==> src/verilog/cdaio_consts.svh <==
// Constants of the dwell, auxiliary I/O and subroutine sequencer
`ifndef CDAIO_CONSTS_SVH
`define CDAIO_CONSTS_SVH

// ----------------------------------------------------------------
// Field widths and layout
// ----------------------------------------------------------------
`define CDAIO_ADDR_W        8
`define CDAIO_SECS_W        7
`define CDAIO_IDENT_W       10
`define CDAIO_CNT_W         7
`define CDAIO_AUX_N         4
`define CDAIO_CODE_W        2
`define CDAIO_PRESC_W       25

// ----------------------------------------------------------------
// Codes and limits
// ----------------------------------------------------------------
`define CDAIO_CODE_ZERO     2'h0
`define CDAIO_CODE_ONE      2'h1
`define CDAIO_MAX_SECS      7'h63
`define CDAIO_MAX_CALLS     7'h63
`define CDAIO_MAX_IDENT     10'h063
`define CDAIO_LAST_ADDR     8'h9f
`define CDAIO_FIRST_ADDR    8'h00
`define CDAIO_ADDR_STEP     8'h01

// ----------------------------------------------------------------
// Reset values
// ----------------------------------------------------------------
`define CDAIO_RELAY_RST     4'h0
`define CDAIO_ABS_RST       1'b1

// ----------------------------------------------------------------
// Timing
// ----------------------------------------------------------------
`define CDAIO_CLK_PERIOD_NS 40
`define CDAIO_SECOND_NS     1000000000
`define CDAIO_SEC_CYCLES    (`CDAIO_SECOND_NS / `CDAIO_CLK_PERIOD_NS)

`endif

==> src/verilog/cdaio_pkg.sv <==
// Types of the dwell, auxiliary I/O and subroutine sequencer
package cdaio_pkg;

    typedef enum logic [2:0] {
        motion_page_code,
        dwell_page_code,
        input_wait_page_code,
        relay_output_page_code,
        call_routine_page_code,
        routine_begin_page_code,
        routine_finish_page_code,
        program_end_page_code
    } cdaio_page_kind_t;

    typedef enum logic [2:0] {
        err_none,
        err_ident_digits,
        err_nested_call,
        err_call_limit,
        err_no_routine,
        err_stray_finish,
        err_dwell_range
    } cdaio_err_t;

    typedef enum {
        st_idle,
        st_fetch,
        st_exec,
        st_dwell,
        st_in_wait,
        st_error
    } cdaio_state_t;

endpackage

==> src/verilog/cdaio_dwell_if.sv <==
// Link between the sequencer and its dwell timer
`timescale 1ns/1ns
`include "cdaio_consts.svh"

interface cdaio_dwell_if;
    logic                       start;
    logic [`CDAIO_SECS_W-1:0]   seconds;
    logic [`CDAIO_SECS_W-1:0]   remain;
    logic                       active;
    logic                       done;

    modport seq   (output start, output seconds, input remain, input active, input done);
    modport timer (input start, input seconds, output remain, output active, output done);
endinterface

==> src/verilog/cdaio_seq.sv <==
// Page sequencer for dwell, auxiliary I/O and subroutine pages
//
// Function
// - Dwell page halts motion for its whole seconds, any value up to 99.
// - Remaining dwell seconds shown counting down; next page runs at zero.
// - Input code zero stalls until a signal is present on that terminal.
// - Input code one stalls until that terminal's signal is removed.
// - Blank input code ignores that terminal entirely.
// - Output page energises every relay whose code is one.
// - Output page de-energises every relay whose code is zero.
// - Blank relay code keeps that relay; relay states persist between pages.
// - Call page jumps to the routine begin page with the same identifier.
// - A routine may be called repeatedly, at most 99 calls per run.
// - Identifiers over two decimal digits raise a program error.
// - Finish page returns to the page after the originating call.
// - Positioning mode at routine end stays in force after return.
`timescale 1ns/1ns
`include "cdaio_consts.svh"

module cdaio_seq #(
    parameter int unsigned SEC_CYCLES = `CDAIO_SEC_CYCLES
) (
    input  wire logic                           clk,
    input  wire logic                           resetn,
    input  wire logic                           run_start,
    output logic [`CDAIO_ADDR_W-1:0]            page_addr,
    output logic                                page_req,
    input  wire logic                           page_valid,
    input  wire cdaio_pkg::cdaio_page_kind_t    page_kind,
    input  wire logic [`CDAIO_SECS_W-1:0]       page_seconds,
    input  wire logic [2*`CDAIO_AUX_N-1:0]      page_in_codes,
    input  wire logic [2*`CDAIO_AUX_N-1:0]      page_out_codes,
    input  wire logic [`CDAIO_IDENT_W-1:0]      page_ident,
    input  wire logic                           page_abs,
    input  wire logic [`CDAIO_AUX_N-1:0]        aux_in,
    output logic [`CDAIO_AUX_N-1:0]             relay_out,
    output logic                                abs_mode,
    output logic [`CDAIO_SECS_W-1:0]            dwell_remain,
    output logic                                dwell_active,
    output logic                                input_waiting,
    output logic                                running,
    output logic                                in_routine,
    output logic [`CDAIO_CNT_W-1:0]             call_count,
    output logic                                prog_error,
    output cdaio_pkg::cdaio_err_t               error_cause
);
    import cdaio_pkg::*;

    cdaio_dwell_if dw ();

    cdaio_state_t                   state_r;
    logic [`CDAIO_ADDR_W-1:0]       addr_r;
    logic [`CDAIO_ADDR_W-1:0]       ret_r;
    logic [`CDAIO_IDENT_W-1:0]      target_r;
    logic                           in_sub_r;
    logic                           search_r;
    logic [`CDAIO_CNT_W-1:0]        calls_r;
    cdaio_page_kind_t               kind_r;
    logic [`CDAIO_SECS_W-1:0]       secs_r;
    logic [2*`CDAIO_AUX_N-1:0]      in_codes_r;
    logic [2*`CDAIO_AUX_N-1:0]      out_codes_r;
    logic [`CDAIO_IDENT_W-1:0]      ident_r;
    logic                           pg_abs_r;
    logic [`CDAIO_AUX_N-1:0]        aux_meta_r;
    logic [`CDAIO_AUX_N-1:0]        aux_sync_r;
    logic [`CDAIO_AUX_N-1:0]        relay_r;
    logic [`CDAIO_AUX_N-1:0]        relay_nxt;
    logic [`CDAIO_AUX_N-1:0]        in_ok;
    logic                           abs_r;
    logic                           err_r;
    cdaio_err_t                     cause_r;
    logic                           exec;
    logic                           err_evt;
    cdaio_err_t                     err_cause_nxt;
    logic                           found;
    logic [`CDAIO_ADDR_W-1:0]       addr_inc;

    assign exec     = (state_r == st_exec);
    assign addr_inc = addr_r + `CDAIO_ADDR_STEP;
    assign found    = (page_kind == routine_begin_page_code) && (page_ident == target_r);

    // ----------------------------------------------------------------
    // Auxiliary inputs: two-stage synchroniser
    // ----------------------------------------------------------------
    always_ff @(posedge clk or negedge resetn) begin
        if (!resetn) begin
            aux_meta_r <= '0;
            aux_sync_r <= '0;
        end else begin
            aux_meta_r <= aux_in;
            aux_sync_r <= aux_meta_r;
        end
    end

    // ----------------------------------------------------------------
    // Per-terminal wait test and relay update
    // ----------------------------------------------------------------
    genvar gi;
    generate
        for (gi = 0; gi < `CDAIO_AUX_N; gi++) begin : g_aux
            logic [`CDAIO_CODE_W-1:0] ic;
            logic [`CDAIO_CODE_W-1:0] oc;
            assign ic = in_codes_r[2*gi +: 2];
            assign oc = out_codes_r[2*gi +: 2];
            // Any code other than zero or one counts as blank
            assign in_ok[gi] = (ic == `CDAIO_CODE_ZERO) ? aux_sync_r[gi] :
                               (ic == `CDAIO_CODE_ONE)  ? !aux_sync_r[gi] :
                               1'b1;
            assign relay_nxt[gi] = (oc == `CDAIO_CODE_ONE)  ? 1'b1 :
                                   (oc == `CDAIO_CODE_ZERO) ? 1'b0 :
                                   relay_r[gi];
        end
    endgenerate

    // ----------------------------------------------------------------
    // Program error detection
    // ----------------------------------------------------------------
    always_comb begin
        err_evt       = 1'b0;
        err_cause_nxt = err_none;
        if (exec) begin
            case (kind_r)
                dwell_page_code: begin
                    if (secs_r > `CDAIO_MAX_SECS) begin
                        err_evt       = 1'b1;
                        err_cause_nxt = err_dwell_range;
                    end
                end
                call_routine_page_code: begin
                    if (ident_r > `CDAIO_MAX_IDENT) begin
                        err_evt       = 1'b1;
                        err_cause_nxt = err_ident_digits;
                    end else if (in_sub_r) begin
                        err_evt       = 1'b1;
                        err_cause_nxt = err_nested_call;
                    end else if (calls_r >= `CDAIO_MAX_CALLS) begin
                        err_evt       = 1'b1;
                        err_cause_nxt = err_call_limit;
                    end
                end
                routine_begin_page_code: begin
                    if (ident_r > `CDAIO_MAX_IDENT) begin
                        err_evt       = 1'b1;
                        err_cause_nxt = err_ident_digits;
                    end
                end
                routine_finish_page_code: begin
                    if (!in_sub_r) begin
                        err_evt       = 1'b1;
                        err_cause_nxt = err_stray_finish;
                    end
                end
                default: begin
                end
            endcase
        end else if (state_r == st_fetch && search_r && page_valid && !found
                     && addr_r == `CDAIO_LAST_ADDR) begin
            err_evt       = 1'b1;
            err_cause_nxt = err_no_routine;
        end
    end

    // ----------------------------------------------------------------
    // Page latch
    // ----------------------------------------------------------------
    always_ff @(posedge clk or negedge resetn) begin
        if (!resetn) begin
            kind_r      <= motion_page_code;
            secs_r      <= '0;
            in_codes_r  <= '0;
            out_codes_r <= '0;
            ident_r     <= '0;
            pg_abs_r    <= `CDAIO_ABS_RST;
        end else if (state_r == st_fetch && page_valid) begin
            kind_r      <= page_kind;
            secs_r      <= page_seconds;
            in_codes_r  <= page_in_codes;
            out_codes_r <= page_out_codes;
            ident_r     <= page_ident;
            pg_abs_r    <= page_abs;
        end
    end

    // ----------------------------------------------------------------
    // Sequencing, calls and returns
    // ----------------------------------------------------------------
    always_ff @(posedge clk or negedge resetn) begin
        if (!resetn) begin
            state_r  <= st_idle;
            addr_r   <= `CDAIO_FIRST_ADDR;
            ret_r    <= `CDAIO_FIRST_ADDR;
            target_r <= '0;
            in_sub_r <= 1'b0;
            search_r <= 1'b0;
            calls_r  <= '0;
        end else if (err_evt) begin
            state_r  <= st_error;
            search_r <= 1'b0;
        end else begin
            case (state_r)
                st_idle, st_error: begin
                    if (run_start) begin
                        state_r  <= st_fetch;
                        addr_r   <= `CDAIO_FIRST_ADDR;
                        in_sub_r <= 1'b0;
                        search_r <= 1'b0;
                        calls_r  <= '0;
                    end
                end
                st_fetch: begin
                    if (page_valid) begin
                        if (!search_r) begin
                            state_r <= st_exec;
                        end else if (found) begin
                            search_r <= 1'b0;
                            addr_r   <= addr_inc;
                        end else begin
                            addr_r <= addr_inc;
                        end
                    end
                end
                st_exec: begin
                    state_r <= st_fetch;
                    addr_r  <= addr_inc;
                    case (kind_r)
                        dwell_page_code: begin
                            if (secs_r != '0) begin
                                state_r <= st_dwell;
                                addr_r  <= addr_r;
                            end
                        end
                        input_wait_page_code: begin
                            state_r <= st_in_wait;
                            addr_r  <= addr_r;
                        end
                        call_routine_page_code: begin
                            ret_r    <= addr_inc;
                            target_r <= ident_r;
                            in_sub_r <= 1'b1;
                            search_r <= 1'b1;
                            calls_r  <= calls_r + `CDAIO_CNT_W'(1);
                            addr_r   <= `CDAIO_FIRST_ADDR;
                        end
                        routine_finish_page_code: begin
                            in_sub_r <= 1'b0;
                            addr_r   <= ret_r;
                        end
                        program_end_page_code: begin
                            state_r <= st_idle;
                            addr_r  <= addr_r;
                        end
                        default: begin
                        end
                    endcase
                end
                st_dwell: begin
                    if (dw.done) begin
                        state_r <= st_fetch;
                        addr_r  <= addr_inc;
                    end
                end
                st_in_wait: begin
                    if (&in_ok) begin
                        state_r <= st_fetch;
                        addr_r  <= addr_inc;
                    end
                end
                default: begin
                    state_r <= st_idle;
                end
            endcase
        end
    end

    // ----------------------------------------------------------------
    // Relays, positioning mode and error flag
    // ----------------------------------------------------------------
    always_ff @(posedge clk or negedge resetn) begin
        if (!resetn) begin
            relay_r <= `CDAIO_RELAY_RST;
        end else if (exec && kind_r == relay_output_page_code) begin
            relay_r <= relay_nxt;
        end
    end

    // Never restored on return, so the routine's last mode carries on
    always_ff @(posedge clk or negedge resetn) begin
        if (!resetn) begin
            abs_r <= `CDAIO_ABS_RST;
        end else if (exec && kind_r == motion_page_code) begin
            abs_r <= pg_abs_r;
        end
    end

    always_ff @(posedge clk or negedge resetn) begin
        if (!resetn) begin
            err_r   <= 1'b0;
            cause_r <= err_none;
        end else if (err_evt) begin
            err_r   <= 1'b1;
            cause_r <= err_cause_nxt;
        end else if (run_start && (state_r == st_idle || state_r == st_error)) begin
            err_r   <= 1'b0;
            cause_r <= err_none;
        end
    end

    // ----------------------------------------------------------------
    // Dwell timer
    // ----------------------------------------------------------------
    assign dw.start   = exec && kind_r == dwell_page_code && secs_r != '0 && !err_evt;
    assign dw.seconds = secs_r;

    cdaio_dwell_timer #(
        .SEC_CYCLES (SEC_CYCLES)
    ) u_dwell (
        .clk    (clk),
        .resetn (resetn),
        .dw     (dw.timer)
    );

    assign page_addr     = addr_r;
    assign page_req      = (state_r == st_fetch);
    assign relay_out     = relay_r;
    assign abs_mode      = abs_r;
    assign dwell_remain  = dw.remain;
    assign dwell_active  = (state_r == st_dwell);
    assign input_waiting = (state_r == st_in_wait);
    assign running       = (state_r != st_idle) && (state_r != st_error);
    assign in_routine    = in_sub_r;
    assign call_count    = calls_r;
    assign prog_error    = err_r;
    assign error_cause   = cause_r;
endmodule

==> src/verilog/cdaio_dwell_timer.sv <==
// Seconds countdown for dwell pages
`timescale 1ns/1ns
`include "cdaio_consts.svh"

module cdaio_dwell_timer #(
    parameter int unsigned SEC_CYCLES = `CDAIO_SEC_CYCLES
) (
    input  wire logic      clk,
    input  wire logic      resetn,
    cdaio_dwell_if.timer   dw
);
    import cdaio_pkg::*;

    logic [`CDAIO_PRESC_W-1:0] presc_r;
    logic [`CDAIO_SECS_W-1:0]  remain_r;
    logic                      active_r;
    logic                      done_r;
    logic                      sec_wrap;

    assign sec_wrap  = (presc_r == `CDAIO_PRESC_W'(SEC_CYCLES - 1));
    assign dw.remain = remain_r;
    assign dw.active = active_r;
    assign dw.done   = done_r;

    // ----------------------------------------------------------------
    // Countdown, one step per second
    // ----------------------------------------------------------------
    always_ff @(posedge clk or negedge resetn) begin
        if (!resetn) begin
            presc_r  <= '0;
            remain_r <= '0;
            active_r <= 1'b0;
            done_r   <= 1'b0;
        end else begin
            done_r <= 1'b0;
            if (dw.start) begin
                presc_r  <= '0;
                remain_r <= dw.seconds;
                active_r <= 1'b1;
            end else if (active_r) begin
                if (sec_wrap) begin
                    presc_r  <= '0;
                    remain_r <= remain_r - `CDAIO_SECS_W'(1);
                    if (remain_r == `CDAIO_SECS_W'(1)) begin
                        active_r <= 1'b0;
                        done_r   <= 1'b1;
                    end
                end else begin
                    presc_r <= presc_r + `CDAIO_PRESC_W'(1);
                end
            end
        end
    end
endmodule

==> config.mk <==
export PLATFORM = sky130hd
export DESIGN_NAME = cdaio_seq
export DESIGN_NICKNAME = d
export VERILOG_FILES = /design/src/verilog/cdaio_pkg.sv /design/src/verilog/cdaio_dwell_if.sv /design/src/verilog/cdaio_seq.sv /design/src/verilog/cdaio_dwell_timer.sv
export VERILOG_INCLUDE_DIRS = /design/src /design/src/verilog
export SDC_FILE = /design/constraint.sdc
export NUM_CORES = 1
export LEC_CHECK = 0
export CAP_MARGIN = 20
export CORE_MARGIN = 1.5
export CORE_UTILIZATION = 40
export DETAILED_ROUTE_END_ITERATION = 16
export DONT_BUFFER_PORTS = 1
export MAX_ROUTING_LAYER = met4
export PLACE_DENSITY = 0.51
export SLEW_MARGIN = 20
export SYNTH_ARGS = -nofsm -noshare
export SYNTH_HDL_FRONTEND = slang
export SYNTH_HIERARCHICAL = 1
export SYNTH_SLANG_ARGS = --single-unit
export TNS_END_PERCENT = 20
==> constraint.sdc <==
create_clock -name clk -period 3.2 [get_ports clk]
set_clock_uncertainty 0.15 [all_clocks]
set_input_delay 0.48 -clock clk [delete_from_list [all_inputs] [get_ports clk]]
set_output_delay 0.48 -clock clk [all_outputs]
set_load 0.1 [all_outputs]
==> key figures <==
Run status
  • Status: finished, violations left
  • Failing checks: negative hold slack

GRT
  • Gr ovfl total: 0
  • GRT busiest layer: met2
  • First-pass GRT wire length: between 20 and 25 mm
  • Largest net degree at the start of global routing: between 100 and 150
  • Number of global-route vias before repair: 4746
  • GR Util met3: 5.99%
  • Grt met2 use: roughly 29%
  • GRT Overall Usage: about 20%
  • Grt met1 use: a little over a quarter
  • Initial antenna violation count: 0

Clocking
  • Htree depth: 4
  • # clock sinks: 126
  • Bufs on Longest Clock Path: 2
  • Hold_buf cts: 4
  • Num CTS Buffers: 17
  • Root buffer cell: clkbuf_16
  • CTS tree: built
  • Clk_lat worst skew: about 420 ps
  • Clk pin slew, worst setup/hold paths: ~60 ps

Power
  • Switching portion of total power: 22.1%
  • P_int: between 0.002 and 0.003 W
  • Power Dens Cells: around 480 mW/mm^2
  • Seq pwr share: between 40 and 50%
  • Switching power: 0.000786 W
  • Maximum vdd drop: around 0.00045 V
  • Clock share of power: 54.7%
  • Cell leakage power: 3.49 nW
  • Comb pwr share: 0.4%

Setup path
  • Setup Crit Path Kind: flop to flop
  • Reg2reg setup slack: roughly 260 ps
  • Worst-case reg-to-reg path depth: 11
  • Worst Setup SP: call_count[0]$_DFFE_PN0P_
  • Worst setup EP type: flop
  • Setup crit start kind: flop
  • CP required: between 3000 and 4000 ps
  • CP max FO: 5
  • Data arrival, critical path: around 3100 ps
  • Critical R2R Capture: u_dwell/presc_r[20]$_DFFE_PN0P_
  • FF-to-FF Start: call_count[0]$_DFFE_PN0P_

STA
  • Final Hold Viols: about 130
  • Max frequency: 340 MHz
  • Slew @ Worst Pin: just under 1000 ps
  • Period minus WS final: 2940 ps
  • Worst rel slew slack: between 30% and 40%
  • Pins Over Slew Limit: 0
  • Final period util: approximately nine tenths
  • Smallest hold slack: -387 ps
  • Final setup viols: 0
  • Unrepaired setup endpoints after global routing: false

Finish
  • Ant. Diodes: 0
  • Util after Layout: just under 50%
  • Fin area: about 0.0075 sq mm
  • Share of cells above drive strength 1: between 20% and 30%
  • Layout Nets: approximately 670
  • Area added between synthesis and finish: 18.5%

Yosys
  • Fraction of registers with async set or reset after synthesis: 100%
  • Primary FF master, synth: dfrtp_1
  • Compound-Gate Fraction of Synth Area: about a tenth
  • Synth top area share: between 40 and 50%
  • Adder-Cell Fraction of Synth Area: less than 1%
  • Synth unique cells: 78
  • Post-Syn Nets: 630
  • Yosys reg bits: between 100 and 150
  • Synth area leaders: dfrtp_1 49%, mux2_2 9.4%, xor2_1 4.2%
  • Seq/Total Area, Yosys: between 40% and 50%
  • EDFF count, synth: 0
  • Post-synth top cells: 124 x dfrtp_1, 53 x mux2_2, 49 x nand2_1
  • Largest area contributor in the netlist: dfrtp_1
  • Largest family of logic cells by synthesized area: simple AND/OR/NAND/NOR gates
  • Average cell area after synthesis: around 11 sq um
  • Post-Syn Area: 0.00632 sq mm
  • Most common cell in the netlist: dfrtp_1
  • Proportion of synthesized area in mux cells: between 10% and 20%
  • Simple-gate portion of the synthesized area: between 20 and 25%
  • Post-Synth XOR/XNOR Area: between 6 and 7%
  • Gate Count Post-Synth: 580
  • Yosys Warn Count: 6

Drt
  • Final WL: 14.6 mm
  • Vias per inst: about 5.4
  • DRC: 0
  • Routed length per instance: about 17 um
  • DRT Pass-1 Iters: 4
  • Detail Route Antenna Nets: 0
  • Vias: ~4600
  • 1st-iter DRT viols: about 290

Placed design
  • Placed cell area: just under 0.007 sq mm
  • HPWL after DPL: a little over 10 mm
  • I/O Buffers: 0
  • RePlAce Congestion: around 0.84

Min path
  • HP Class: primary input to async pin

Die
  • Starting Density: 41.3%
  • Chip height: 129 um
  • Die Span X: approximately 130 um
  • Std-Cell Rows: 45
  • CORE AREA: roughly 0.015 sq mm
  • Ports: 81
  • Die Area: ~0.017 sq mm

Run
  • Max Cap Viol: 0
power by group through the flow:
| stage | registers [W] | logic, W | clock network, W |
|---|---|---|---|
| after floorplan | 0.00163 | 0.00000892 | 0 |
| after global placement | 0.00163 | 0.0000111 | 0 |
| after detailed placement | 0.00163 | 0.0000115 | 0 |
| after CTS | 0.00160 | 0.0000153 | 0.00201 |
| after global routing | 0.00160 | 0.0000167 | 0.00208 |
| final | 0.00160 | 0.0000150 | 0.00195 |
cells in the final DEF (no fill, tap or decap), types with 4 or more instances in the layout:
master         Yosys  final
clkbuf_16          0     17
nand3b_1           5      5
a21oi_1           14     14
nand2_1           49     49
dlygate4sd3_1      0      4
nand4_1           17     17
nor3_1            15     15
xnor2_1           17     17
and3_1            12     12
nand3_1           14     14
o21ai_0           14     14
inv_6              0      8
o31ai_1            6      6
nand2b_1           9      9
and2_1             5      5
mux2_1             6      6
a21o_1             4      4
nor3b_1            6      4
nor4_1             6      6
nor2_1            45     43
dfrtp_1          124    124
o21ai_1           17     17
xor2_1            30     30
mux2_2            53     53
inv_1              9      9
ha_1               5      5
or3_1              5      5
buf_4              0     40
and4_1             4      4
cell families (layout without fill, tap and decap cells):
| group | Yosys count | count (layout) |
|---|---|---|
| flip-flops | 126 | 126 |
| AND/OR/NAND/NOR | 221 | 221 |
| multiplexers | 60 | 60 |
| adder cells (fa/ha/maj) | 5 | 5 |
| AO/OA/AOI/OAI | 91 | 91 |
| buffers and inverters | 30 | 87 |
| XOR/XNOR | 47 | 47 |
worst max path at each step:
stage	end	slack [ps]	cells past startpoint
after floorplan	u_dwell/presc_r[10]$_DFFE_PN0P_	-210	12
after global placement	u_dwell/presc_r[10]$_DFFE_PN0P_	130	10
after detailed placement	u_dwell/presc_r[10]$_DFFE_PN0P_	100	10
after CTS	u_dwell/presc_r[20]$_DFFE_PN0P_	70	10
after global routing	u_dwell/presc_r[23]$_DFFE_PN0P_	40	13
final	u_dwell/presc_r[20]$_DFFE_PN0P_	260	11
flip-flops by register name, indices dropped and copies added (netlist names), 7 cells and up:
register,cells
ret_r,8
dw.seconds,7
page_addr,8
target_r,10
ident_r,10
out_codes_r,8
u_dwell/presc_r,25
u_dwell/dw.remain,7
call_count,7
in_codes_r,8
metal layers:
| metal | part of all wire, % | wire length, um |
|---|---|---|
| met1 | 48 | 6960 |
| met2 | 45 | 6600 |
| met3 | 5.6 | 817 |
| met4 | 1.5 | 220 |
| met5 | 0 | 0 |
area by class of cell:
| class | instances | area [sq um] |
|---|---|---|
| Clock buffer | 17 | 425 |
| Clock inverter | 15 | 171 |
| Fill cell | 1453 | 7830 |
| Inverter | 9 | 33.8 |
| Multi-Input combinational cell | 424 | 3080 |
| Sequential cell | 126 | 3160 |
| Tap cell | 211 | 264 |
| Timing Repair Buffer | 46 | 357 |
per-stage QoR:
step                power (W)  TNS, ps  instances  setup WS (ps)
CTS                   0.00362        0        846           66.1
detailed placement    0.00164        0        810           95.9
finish                0.00356        0        848            259
global route          0.00369        0        848           43.9
floorplan             0.00164    -1630        580           -209
global placement      0.00164        0        810            127
critical path, cell delays in order (launching register included):
cell and delay (ps):
dfrtp_1 430, ha_1 240, nor4_1 200, a21oi_1 180
or2_0 250, a211o_1 320, nor2_4 170, o2111ai_2 220
nor2_2 290, nand4_1 150, xor2_1 160, nor2_1 60
timing repair:
action                                 in CTS  in global routing
endpoints found under the hold margin     130                126
setup endpoints to repair                   0                 11
setup buffers                               0                  1
gates resized for setup                     0                  6
(Power assumes the default switching activity.)
